--- config.mk ---
export PLATFORM = sky130hd
export DESIGN_NAME = rra_reg_bank
export DESIGN_NICKNAME = d
export VERILOG_FILES = /design/src/verilog/rra_reg_bank.v
export VERILOG_INCLUDE_DIRS = /design/src /design/src/verilog
export SDC_FILE = /design/constraint.sdc
export NUM_CORES = 1
export LEC_CHECK = 0
export BUFFER_PORTS_ARGS = -buffer_cell sky130_fd_sc_hd__buf_2
export CAP_MARGIN = 5
export CORE_AREA = 2 2 334 336
export CTS_CLUSTER_DIAMETER = 40
export DETAILED_ROUTE_END_ITERATION = 7
export DIE_AREA = 0 0 336 338
export PLACE_DENSITY = 0.49
export SLEW_MARGIN = 10
export SYNTH_ARGS = -nofsm -noshare
export SYNTH_HDL_FRONTEND = slang
export SYNTH_SLANG_ARGS = --single-unit
--- constraint.sdc ---
create_clock -name pclk -period 6.42 [get_ports pclk]
set_input_delay 0.642 -clock pclk [delete_from_list [all_inputs] [get_ports pclk]]
set_output_delay 0.642 -clock pclk [all_outputs]
set_load 0.03 [all_outputs]
--- src/verilog/rra_regs.vh ---
`ifndef RRA_REGS_VH
`define RRA_REGS_VH
// register indices; byte address is four times the index
`define RRA_IDX_XTAL_CTRL 6'h0c
`define RRA_IDX_IO_CFG 6'h0d
`define RRA_IDX_GPIO_CTRL 6'h0e
`define RRA_IDX_XACT_CFG 6'h0f
`define RRA_IDX_FRAMING_CFG 6'h10
`define RRA_IDX_TH32 6'h11
`define RRA_IDX_TH64 6'h12
`define RRA_IDX_SIGNAL_STRENGTH_INDICATOR 6'h13
`define RRA_IDX_EOP_CTRL 6'h14
`define RRA_IDX_SEED_LO 6'h15
`define RRA_IDX_SEED_HI 6'h16
`define RRA_IDX_TXCRC_LO 6'h17
`define RRA_IDX_TXCRC_HI 6'h18
`define RRA_IDX_RXCRC_LO 6'h19
`define RRA_IDX_RXCRC_HI 6'h1a
`define RRA_IDX_TRIM_LO 6'h1b
`define RRA_IDX_TRIM_HI 6'h1c
`define RRA_IDX_OP_OVR 6'h1d
`define RRA_IDX_RX_OVR 6'h1e
`define RRA_IDX_TX_OVR 6'h1f
`define RRA_IDX_TX_BUF 6'h20
`define RRA_IDX_RX_BUF 6'h21
`define RRA_IDX_START_CODE 6'h22
`define RRA_IDX_SPREAD_CODE 6'h23
`define RRA_IDX_LEAD_IN 6'h24
`define RRA_IDX_XTAL_CFG 6'h26
`define RRA_IDX_CLK_FORCE 6'h27
`define RRA_IDX_CLK_GATE 6'h28
`define RRA_IDX_RX_ABORT 6'h29
`define RRA_IDX_CAL_TIME 6'h32
`define RRA_IDX_CAL_OFFSET 6'h35
`define RRA_IDX_ANALOG 6'h39
`define RRA_IDX_BURST_ADDR 6'h3c
`define RRA_IDX_BURST_DATA 6'h3d
`define RRA_IDX_BURST_CTRL 6'h3e
// implemented bit masks
`define RRA_MSK_XTAL_CTRL 8'he7
`define RRA_MSK_GPIO_OUT 8'hf0
`define RRA_MSK_XACT_CFG 8'hbf
`define RRA_MSK_TH32 8'h0f
`define RRA_MSK_TH64 8'h1f
`define RRA_MSK_TRIM_HI 8'h0f
`define RRA_MSK_OP_OVR 8'h39
`define RRA_MSK_RX_OVR 8'hfe
`define RRA_MSK_XTAL_CFG 8'h08
`define RRA_MSK_CLK_BIT 8'h02
`define RRA_MSK_RX_ABORT 8'h20
`define RRA_MSK_ANALOG 8'h03
`define RRA_MSK_FULL 8'hff
// reset values
`define RRA_RST_XTAL_CTRL 8'h04
`define RRA_RST_XACT_CFG 8'h80
`define RRA_RST_FRAMING_CFG 8'ha5
`define RRA_RST_TH32 8'h04
`define RRA_RST_TH64 8'h0a
`define RRA_RST_EOP_CTRL 8'ha4
`define RRA_RST_CAL_TIME 8'h03
`define RRA_RST_ZERO 8'h00
`define RRA_RST_START_CODE 64'h17ff_9e21_3690_c782
`define RRA_RST_SPREAD_CODE 128'h02f9_9397_02fa_5ce3_012b_f1db_0132_be6f
`define RRA_RST_LEAD_IN 24'h33_3302
// file lengths minus one, in bytes
`define RRA_LAST_START_CODE 3'h7
`define RRA_LAST_SPREAD_CODE 4'hf
`define RRA_LAST_LEAD_IN 2'h2
`endif

--- src/verilog/rra_reg_bank.v ---
// Summary of operation
// - single-byte access touches only the addressed register
// - incrementing burst steps through ascending registers from one start address
// - non-incrementing burst reads the same register again and again
// - bits follow access codes: read/write, read-only, write-only, unused
// - regulator, pin and signal-strength registers stay reachable during activity
// - start code file resets to its 64-bit default sequence
// - spreading code file resets to its 128-bit default sequence
// - preamble file resets to its 24-bit default value
// - registers read/write unless marked; write-only locations read back zero
`timescale 1ns/1ns
`include "rra_regs.vh"
module rra_reg_bank (
  input wire pclk,
  input wire presetn,
  input wire psel,
  input wire penable,
  input wire pwrite,
  input wire [7:0] paddr,
  input wire [31:0] pwdata,
  output wire [31:0] prdata,
  output wire pready,
  output wire pslverr,
  input wire [3:0] pin_in,
  input wire [7:0] signal_strength_indicator_value,
  input wire [15:0] tx_crc,
  input wire [15:0] rx_crc,
  input wire [7:0] rx_byte,
  output wire rx_pop,
  output wire tx_push,
  output wire [7:0] tx_byte,
  output wire [511:0] reg_image,
  output wire [63:0] start_code,
  output wire [127:0] spread_code,
  output wire [23:0] lead_in
);
localparam K_NONE = 3'd0;
localparam K_RW = 3'd1;
localparam K_RO = 3'd2;
localparam K_WO = 3'd3;
localparam K_OWN = 3'd4;

function [7:0] wr_mask;
  input [5:0] idx;
  begin
    case (idx)
      `RRA_IDX_XTAL_CTRL: wr_mask = `RRA_MSK_XTAL_CTRL;
      `RRA_IDX_GPIO_CTRL: wr_mask = `RRA_MSK_GPIO_OUT;
      `RRA_IDX_XACT_CFG: wr_mask = `RRA_MSK_XACT_CFG;
      `RRA_IDX_TH32: wr_mask = `RRA_MSK_TH32;
      `RRA_IDX_TH64: wr_mask = `RRA_MSK_TH64;
      `RRA_IDX_TRIM_HI: wr_mask = `RRA_MSK_TRIM_HI;
      `RRA_IDX_OP_OVR: wr_mask = `RRA_MSK_OP_OVR;
      `RRA_IDX_RX_OVR: wr_mask = `RRA_MSK_RX_OVR;
      `RRA_IDX_XTAL_CFG: wr_mask = `RRA_MSK_XTAL_CFG;
      `RRA_IDX_CLK_FORCE: wr_mask = `RRA_MSK_CLK_BIT;
      `RRA_IDX_CLK_GATE: wr_mask = `RRA_MSK_CLK_BIT;
      `RRA_IDX_RX_ABORT: wr_mask = `RRA_MSK_RX_ABORT;
      `RRA_IDX_ANALOG: wr_mask = `RRA_MSK_ANALOG;
      `RRA_IDX_IO_CFG, `RRA_IDX_FRAMING_CFG, `RRA_IDX_EOP_CTRL, `RRA_IDX_SEED_LO,
      `RRA_IDX_SEED_HI, `RRA_IDX_TRIM_LO, `RRA_IDX_TX_OVR, `RRA_IDX_CAL_TIME,
      `RRA_IDX_CAL_OFFSET: wr_mask = `RRA_MSK_FULL;
      default: wr_mask = 8'h00;
    endcase
  end
endfunction

function [7:0] rst_val;
  input [5:0] idx;
  begin
    case (idx)
      `RRA_IDX_XTAL_CTRL: rst_val = `RRA_RST_XTAL_CTRL;
      `RRA_IDX_XACT_CFG: rst_val = `RRA_RST_XACT_CFG;
      `RRA_IDX_FRAMING_CFG: rst_val = `RRA_RST_FRAMING_CFG;
      `RRA_IDX_TH32: rst_val = `RRA_RST_TH32;
      `RRA_IDX_TH64: rst_val = `RRA_RST_TH64;
      `RRA_IDX_EOP_CTRL: rst_val = `RRA_RST_EOP_CTRL;
      `RRA_IDX_CAL_TIME: rst_val = `RRA_RST_CAL_TIME;
      default: rst_val = `RRA_RST_ZERO;
    endcase
  end
endfunction

function [2:0] acc_kind;
  input [5:0] idx;
  begin
    case (idx)
      `RRA_IDX_XTAL_CTRL, `RRA_IDX_IO_CFG, `RRA_IDX_XACT_CFG, `RRA_IDX_FRAMING_CFG,
      `RRA_IDX_TH32, `RRA_IDX_TH64, `RRA_IDX_EOP_CTRL, `RRA_IDX_SEED_LO,
      `RRA_IDX_SEED_HI, `RRA_IDX_TRIM_LO, `RRA_IDX_TRIM_HI, `RRA_IDX_RX_OVR,
      `RRA_IDX_TX_OVR, `RRA_IDX_START_CODE, `RRA_IDX_SPREAD_CODE,
      `RRA_IDX_LEAD_IN, `RRA_IDX_GPIO_CTRL: acc_kind = K_RW;
      `RRA_IDX_SIGNAL_STRENGTH_INDICATOR, `RRA_IDX_TXCRC_LO, `RRA_IDX_TXCRC_HI, `RRA_IDX_RXCRC_LO,
      `RRA_IDX_RXCRC_HI, `RRA_IDX_RX_BUF: acc_kind = K_RO;
      `RRA_IDX_OP_OVR, `RRA_IDX_TX_BUF, `RRA_IDX_XTAL_CFG, `RRA_IDX_CLK_FORCE,
      `RRA_IDX_CLK_GATE, `RRA_IDX_RX_ABORT, `RRA_IDX_CAL_TIME, `RRA_IDX_CAL_OFFSET,
      `RRA_IDX_ANALOG: acc_kind = K_WO;
      `RRA_IDX_BURST_ADDR, `RRA_IDX_BURST_DATA, `RRA_IDX_BURST_CTRL: acc_kind = K_OWN;
      default: acc_kind = K_NONE;
    endcase
  end
endfunction

reg [7:0] rf_ff [0:63];
reg [63:0] start_code_ff;
reg [127:0] spread_code_ff;
reg [23:0] lead_in_ff;
reg [2:0] start_ptr_ff;
reg [3:0] spread_ptr_ff;
reg [1:0] lead_ptr_ff;
reg [5:0] burst_ptr_ff;
reg burst_inc_ff;
reg [3:0] pin_meta_ff;
reg [3:0] pin_sync_ff;
reg [31:0] prdata_ff;
reg pready_ff;
reg pslverr_ff;
reg rx_pop_ff;
reg tx_push_ff;
reg [7:0] tx_byte_ff;
reg [5:0] addr_idx;
reg win_hit;
reg [5:0] eff_idx;
reg [2:0] kind;
reg [7:0] mask;
reg [7:0] rd_byte;
wire done;
integer i;

assign done = psel & penable & pready_ff;
assign prdata = prdata_ff;
assign pready = pready_ff;
assign pslverr = pslverr_ff;
assign rx_pop = rx_pop_ff;
assign tx_push = tx_push_ff;
assign tx_byte = tx_byte_ff;
assign start_code = start_code_ff;
assign spread_code = spread_code_ff;
assign lead_in = lead_in_ff;

genvar g;
generate
  for (g = 0; g < 64; g = g + 1)
  begin : img
    assign reg_image[g*8 +: 8] = rf_ff[g];
  end
endgenerate

// address decode, window redirect and read mux
always @*
begin
  addr_idx = paddr[7:2];
  win_hit = (addr_idx == `RRA_IDX_BURST_DATA);
  eff_idx = win_hit ? burst_ptr_ff : addr_idx;
  kind = acc_kind(eff_idx);
  if (win_hit && kind == K_OWN)
  begin
    kind = K_NONE;
  end
  mask = wr_mask(eff_idx);
  case (eff_idx)
    `RRA_IDX_GPIO_CTRL: rd_byte = {rf_ff[`RRA_IDX_GPIO_CTRL][7:4], pin_sync_ff};
    `RRA_IDX_SIGNAL_STRENGTH_INDICATOR: rd_byte = {signal_strength_indicator_value[7], 1'b0, signal_strength_indicator_value[5:0]};
    `RRA_IDX_TXCRC_LO: rd_byte = tx_crc[7:0];
    `RRA_IDX_TXCRC_HI: rd_byte = tx_crc[15:8];
    `RRA_IDX_RXCRC_LO: rd_byte = rx_crc[7:0];
    `RRA_IDX_RXCRC_HI: rd_byte = rx_crc[15:8];
    `RRA_IDX_RX_BUF: rd_byte = rx_byte;
    `RRA_IDX_START_CODE: rd_byte = start_code_ff[{start_ptr_ff, 3'b000} +: 8];
    `RRA_IDX_SPREAD_CODE: rd_byte = spread_code_ff[{spread_ptr_ff, 3'b000} +: 8];
    `RRA_IDX_LEAD_IN: rd_byte = lead_in_ff[{lead_ptr_ff, 3'b000} +: 8];
    `RRA_IDX_BURST_ADDR: rd_byte = {2'b00, burst_ptr_ff};
    `RRA_IDX_BURST_CTRL: rd_byte = {7'h00, burst_inc_ff};
    default: rd_byte = (kind == K_RW) ? (rf_ff[eff_idx] & mask) : 8'h00;
  endcase
  if (kind == K_NONE)
  begin
    rd_byte = 8'h00;
  end
end

always @(posedge pclk or negedge presetn)
begin
  if (!presetn)
  begin
    for (i = 0; i < 64; i = i + 1)
    begin
      rf_ff[i] <= rst_val(i[5:0]);
    end
    start_code_ff <= `RRA_RST_START_CODE;
    spread_code_ff <= `RRA_RST_SPREAD_CODE;
    lead_in_ff <= `RRA_RST_LEAD_IN;
    start_ptr_ff <= 3'h0;
    spread_ptr_ff <= 4'h0;
    lead_ptr_ff <= 2'h0;
    burst_ptr_ff <= 6'h00;
    burst_inc_ff <= 1'b0;
    pin_meta_ff <= 4'h0;
    pin_sync_ff <= 4'h0;
    prdata_ff <= 32'h0000_0000;
    pready_ff <= 1'b0;
    pslverr_ff <= 1'b0;
    rx_pop_ff <= 1'b0;
    tx_push_ff <= 1'b0;
    tx_byte_ff <= 8'h00;
  end
  else
  begin
    pin_meta_ff <= pin_in;
    pin_sync_ff <= pin_meta_ff;
    pready_ff <= psel & ~penable;
    if (psel & ~penable)
    begin
      prdata_ff <= {24'h00_0000, rd_byte};
      pslverr_ff <= (kind == K_NONE);
    end
    rx_pop_ff <= done & ~pwrite & (eff_idx == `RRA_IDX_RX_BUF);
    tx_push_ff <= done & pwrite & (eff_idx == `RRA_IDX_TX_BUF);
    if (done & pwrite & (eff_idx == `RRA_IDX_TX_BUF))
    begin
      tx_byte_ff <= pwdata[7:0];
    end
    // masked write of the addressed register only
    if (done & pwrite & (kind != K_NONE) & (mask != 8'h00))
    begin
      rf_ff[eff_idx] <= (rf_ff[eff_idx] & ~mask) | (pwdata[7:0] & mask);
    end
    if (done & pwrite & ~win_hit & (addr_idx == `RRA_IDX_BURST_ADDR))
    begin
      burst_ptr_ff <= pwdata[5:0];
    end
    else if (done & win_hit & burst_inc_ff & (kind != K_NONE))
    begin
      burst_ptr_ff <= burst_ptr_ff + 6'h01;
    end
    if (done & pwrite & ~win_hit & (addr_idx == `RRA_IDX_BURST_CTRL))
    begin
      burst_inc_ff <= pwdata[0];
    end
    // byte files step on each access, rewind on any other mapped access
    if (done & (kind != K_NONE))
    begin
      if (eff_idx == `RRA_IDX_START_CODE)
      begin
        if (pwrite)
        begin
          start_code_ff[{start_ptr_ff, 3'b000} +: 8] <= pwdata[7:0];
        end
        start_ptr_ff <= (start_ptr_ff == `RRA_LAST_START_CODE) ? 3'h0 : start_ptr_ff + 3'h1;
      end
      else
      begin
        start_ptr_ff <= 3'h0;
      end
      if (eff_idx == `RRA_IDX_SPREAD_CODE)
      begin
        if (pwrite)
        begin
          spread_code_ff[{spread_ptr_ff, 3'b000} +: 8] <= pwdata[7:0];
        end
        spread_ptr_ff <= (spread_ptr_ff == `RRA_LAST_SPREAD_CODE) ? 4'h0 : spread_ptr_ff + 4'h1;
      end
      else
      begin
        spread_ptr_ff <= 4'h0;
      end
      if (eff_idx == `RRA_IDX_LEAD_IN)
      begin
        if (pwrite)
        begin
          lead_in_ff[{lead_ptr_ff, 3'b000} +: 8] <= pwdata[7:0];
        end
        lead_ptr_ff <= (lead_ptr_ff == `RRA_LAST_LEAD_IN) ? 2'h0 : lead_ptr_ff + 2'h1;
      end
      else
      begin
        lead_ptr_ff <= 2'h0;
      end
    end
  end
end
endmodule // rra_reg_bank

Word-level counts from Yosys, hierarchy flattened
Memory sizes are Yosys's and may differ from the RTL's.
Cells that the tools add are included.
- $add $sub $neg: 7
- $lt $le $gt $ge: 2
- eq/ne operators: 21
- shift operators: 9
- muxes and demuxes: 22
- bitwise logic cells: 25
- reduce and logical (&&, ||, !) cells: 9
- operator list (cell ; count):
    $bwmux W512 ; 1
    $bwmux W128 ; 1
    $shift A8 B9 Y128 const A ; 1
    $shiftx A128 B8 Y8 ; 1
    $shiftx A8 B9 Y128 ; 1
    $pmux W8 S12 ; 1
    $bwmux W64 ; 1
    $shift A8 B8 Y64 const A ; 1
    $shiftx A64 B7 Y8 ; 1
    $shiftx A8 B8 Y64 ; 1
    $eq A6 B6 Y1 const B ; 10
    $bmux W8 S6 ; 1
    $demux W8 S6 ; 1
    $mux W8 ; 5
    $eq A6 B5 Y1 const B ; 5
    $and A8 B8 Y8 ; 3
    $bwmux W24 ; 1
    $shift A8 B7 Y24 const A ; 1
    $shiftx A24 B6 Y8 ; 1
    $shiftx A8 B7 Y24 ; 1
    $mux W6 ; 3
    $and A1 B1 Y1 ; 16
    $mux W3 ; 3
    $neg A7 Y9 ; 1
    other kinds (25) ; 33
- flip-flop bits (word level): 772
- ROM bits: 704
- input port bits: 97
- memories kept: 2
- memories (memory ; words ; bits a word ; read ports ; clocked after memory_dff ; write ports ; RTL line ; text):
    (no name shown) ; 64 ; 8 ; 1 ; 0 ; 0 ; rra_reg_bank.v:46 ; case (idx)
    (no name shown) ; 64 ; 3 ; 1 ; 0 ; 0 ; rra_reg_bank.v:87 ; case (idx)

Logic depth before layout (Yosys ltp)
- depth after elaboration: 10
- depth in mapped cells: 13
- gate-level depth less buffers: 8

Least setup slack after synthesis
OpenSTA, ideal clock, no wires.
- kind: register to register
- start point: register start_ptr_ff[0]
- end point: register start_code_ff[0] (netlist: start_code[0])
- data arrival time: 3.372 ns
- required time: 6.295 ns
- slack: 2.923 ns
- cell stages (with the launch flop): 12
- buffers on the path: 4
- clock period less this slack: 3.497 ns
- path through: dfrtp_1 -> buf_1 -> clkbuf_1 -> inv_1 -> ha_1 -> ha_1 -> buf_1 -> nor4b_1 -> nand2_1 -> or3_1 -> buf_2 -> mux2_2
- cells in the longest elaborated chain, start to end: 3
- elaborated cells on any way between the ends: 4
- classes of those cells: 1 x add/sub; 2 x shift; 1 x mux
- ends and longest elaborated chain (what ; RTL line ; text):
    start: declaration ; rra_reg_bank.v:108 ; reg [2:0] start_ptr_ff;
    start signal: assignment ; rra_reg_bank.v:249 ; start_ptr_ff <= (start_ptr_ff == `RRA_LAST_START_CODE) ? 3'h0 : start_ptr_ff + 3'h1;
    $neg A6 Y8 (*) ; rra_reg_bank.v:247 ; start_code_ff[{start_ptr_ff, 3'b000} +: 8] <= pwdata[7:0];
    $shiftx A8 B8 Y64 / $shift A8 B8 Y64 (equally long branches) ; rra_reg_bank.v:247 ;
    $bwmux W64 (*) ; rra_reg_bank.v:247 ;
    end signal: assignment ; rra_reg_bank.v:190 ; start_code_ff <= `RRA_RST_START_CODE;
    end signal: indexed assignment ; rra_reg_bank.v:247 ;
    end: declaration ; rra_reg_bank.v:105 ; reg [63:0] start_code_ff;
Mark *: on every way between the ends. The rest lies on a longest branch, timed or not.
A chain may end at the register's enable or synchronous reset.

Worst setup path after layout
- start point: register burst_ptr_ff[2]
- end point: register start_code_ff[3] (netlist: start_code[3])
- cells in the longest elaborated chain, start to end: 8
- elaborated cells on any way between the ends: 9
- classes of those cells: 2 x eq/ne; 2 x mux; 1 x bitwise; 3 x reduce/logical; 1 x memory
- ends and longest elaborated chain (what ; RTL line ; text):
    start: declaration ; rra_reg_bank.v:111 ; reg [5:0] burst_ptr_ff;
    start signal: assignment ; rra_reg_bank.v:230 ; burst_ptr_ff <= pwdata[5:0];
    start signal: assignment ; rra_reg_bank.v:234 ; burst_ptr_ff <= burst_ptr_ff + 6'h01;
    $mux W6 (*) ; rra_reg_bank.v:154 ; eff_idx = win_hit ? burst_ptr_ff : addr_idx;
    $mem_v2 Z64 W3 ; -- ;
    $eq A3 B3 Y1 ; rra_reg_bank.v:156 ; if (win_hit && kind == K_OWN)
    $logic_and A1 B1 Y1 ; rra_reg_bank.v:156 ;
    $mux W3 ; rra_reg_bank.v:156 ;
    $reduce_bool A3 Y1 ; rra_reg_bank.v:241 ; if (done & (kind != K_NONE))
    $and A1 B1 Y1 ; rra_reg_bank.v:241 ;
    $reduce_and A3 Y1 (no source line) (*) ; -- ;
Marked as above.

==> metrics <==
CP Depth 9; Max Cap Viol 0; largest cells by area after synthesis dfrtp_1 (49%), dfstp_2 (9.4%), mux2_2 (9.3%), clkbuf_1 (6.0%), a222oi_1 (3.9%); CTS Root Cell clkbuf_16; post_cts resized 0; most numerous cell in the Yosys netlist dfrtp_1; final hold vios 0; clock period minus worst slack ~4.8 ns; vias per inst about 5.2; Die H 338 microns; DR vias between 20000 and 30000; Area Growth Syn to Fin 28.24%; Clock transition at path regs roughly 0.05 ns; worst hold path type in2reg; CP startpoint burst_ptr_ff[2]; Main synth FF type dfrtp_1; wire length of the first global-routing pass about 200000 microns; I/O Buffers 817; capture point of the worst reg-to-reg path start_code[3]; largest net degree at the start of global routing 160; Final Wtd Congestion between 0.8 and 0.9; antenna-violating nets left 0; CTS Buf Count roughly 130; setup TNS 0 ns; vias in the first global route roughly 25000; critical path class reg2reg; syn_area_per_cell roughly 12 sq um; Power Total 13.36 mW; Placement Rows 122; TritonCTS clock tree yes; initial antenna violation count 13; Ports just under 900; Tcrit/Tclk final approximately three quarters; post-synthesis sequential area ratio between 50% and 60%; Post-synth EDFFs 0; DP Worst Slack approximately 1.3 ns; Max Slew Vio Count 0; slew of the pin with the lowest slew margin roughly 1.3 ns; critical path buffer and inverter count 1; post-DP HPWL roughly 100000 microns; leakage dissipation around 21 nW; Pre-antenna DRT Iters 8; Worst R2R Start burst_ptr_ff[2]; status finished, violations left; gr usage total between 20% and 30%; kind of cell adding the most delay to the critical path simple AND/OR/NAND/NOR gates; Worst EP arrival 5.38 ns; grt total ovfl 0; ys async rst share 100.0%; yosys synthesis warning count 0; cells along the critical path and4bb_2 -> a31o_2 -> a21oi_1 -> o31ai_4 -> a2111oi_4 -> buf_4 -> or2_1 -> or3_1 -> mux2_2; fmax around 210 MHz; Residual DRC 2; Synth top cells by count dfrtp_1 (653), clkbuf_1 (529), mux2_2 (273); Post-Route WL roughly 140000 microns; Relative slew margins 15.07%; H-tree depth 4; Startpoint Class flip-flop; worst setup margin 1.648 ns; Worst Path Required 7.03 ns; Mapped Area 0.03323 sq mm; Wirelength per Cell 29.27 microns; Core Region about 0.11 sq mm; crit path capture start_code[3]; post-synth cell types between 70 and 80; flop2flop setup slack approximately 1.6 ns; CTS max path bufs 3; CTS Sinks just under 800; dpl cell area ~0.038 sq mm; Pwr per Cell Area between 300 and 400 mW/mm^2; final setup fails 0; share of cells above drive strength 1 a little under half; CP Max Fanout 13; design area approximately 0.043 sq mm; Yosys reg bits between 700 and 800; worst r2r path cells 9; Post-CTS Setup Bufs 0; Max stage delay on crit path about 0.74 ns; share of Yosys cell area claimed by the top area cell type 49.18%; die area roughly 0.11 sq mm; Skew-Pair Late Insertion Delay between 0.7 and 0.8 ns; Final Skew between 0.03 and 0.04 ns; area leader, netlist dfrtp_1; Initial Util between 30% and 40%; unrepaired setup endpoints after global routing false; Die Span X between 300 and 400 microns; NumNets Final around 3400; CP Capture Type flip-flop; violated checks design-rule violations; Max VDD drop 0.2164 mV; Syn Inst Count 2831; slowest CP cell or2_1; drt initial violations around 2200
cell families (layout without fill, tap and decap cells):
| logic type | count (synthesis) | in the layout | share of synthesized area, % |
|---|---|---|---|
| fa+ha+maj | 17 | 17 | 0.6402 |
| compound gates | 513 | 513 | 11.08 |
| xor+xnor | 9 | 9 | 0.2373 |
| flops | 772 | 772 | 58.59 |
| mux | 343 | 343 | 13.47 |
| other cells | 1 | 29 | 0.01129 |
| simple gates | 552 | 552 | 8.545 |
| buf+inv | 624 | 1169 | 7.426 |
per-layer routing:
layer  track usage (%)  part of all wire [%]  up-vias
met5                 0                 0.047        -
met4             7.461                   2.7       10
met3             7.294                   8.4      200
met2             39.92                    48     1121
met1             31.72                    41    12990
li1                  -                     -    10880
worst min-delay path by stage:
stage	from	to	slack, ns	depth (start not counted)
after floorplan	pin_meta_ff[0]	pin_sync_ff[0]	0.33	0
after global placement	pin_meta_ff[2]	pin_sync_ff[2]	0.33	0
after detailed placement	pin_meta_ff[2]	pin_sync_ff[2]	0.33	0
after CTS	pwrite	rx_pop	0.17	2
after global routing	pwrite	rx_pop	0.20	2
final	pwrite	rx_pop	0.25	2
power by group:
| part | total (mW) | internal [mW] | switching, mW |
|---|---|---|---|
| registers | 4.94 | 4.91 | 0.0315 |
| logic | 0.740 | 0.170 | 0.570 |
| clock network | 7.68 | 5.00 | 2.68 |
| total | 13.4 | 10.1 | 3.28 |
per-stage QoR:
step                utilization, %  cells  hold WS (ns)
floorplan                        -   2854        0.3312
global placement             34.23   4637        0.3331
CTS                          38.70   4887        0.1735
global route                 38.71   4888        0.1972
detailed placement           34.23   4637        0.3347
finish                       38.71   4892        0.2549
cell usage in the layout, fill, tap and decap left out, types with 56 or more instances in the layout:
master,instances
buf_2,816
a222oi_1,131
a21oi_1,167
o21ai_0,77
clkbuf_16,134
mux2_2,273
mux4_2,56
nor2_1,68
dfrtp_1,652
dfstp_2,119
nand2_1,227
timing repair:
action | CTS | global route
setup endpoints to repair | 0 | 0
hold endpoints to repair | 73 | 0
hold buffers | 5 | 0
final cells by class:
class	count	area [sq um]
antenna	5	12.51
clock buffer	162	3578
clock inverter	83	1299
fill	10830	67450
inverter	40	150.1
multi-input combinational	1458	11520
sequential	772	19470
tap	1488	1862
timing repair buffer	884	4715
registers in the layout (all words and copies together), names as in the netlist, 2 cells and up:
| name | flops |
|---|---|
| spread_ptr_ff | 4 |
| reg_image | 512 |
| prdata | 8 |
| start_code | 64 |
| pin_sync_ff | 4 |
| tx_byte | 8 |
| burst_ptr_ff | 6 |
| start_ptr_ff | 3 |
| pin_meta_ff | 4 |
| spread_code | 128 |
| lead_in | 24 |
| lead_ptr_ff | 2 |
worst register-to-register path, cell delays in order (launching register included):
cell and delay [ns]:
dfrtp_1 0.65, and4bb_2 0.34, a31o_2 0.37, a21oi_1 0.38
o31ai_4 0.13, a2111oi_4 0.67, buf_4 0.34, or2_1 0.75
or3_1 0.60, mux2_2 0.41
Note: power is estimated with default switching activity, not from simulation.
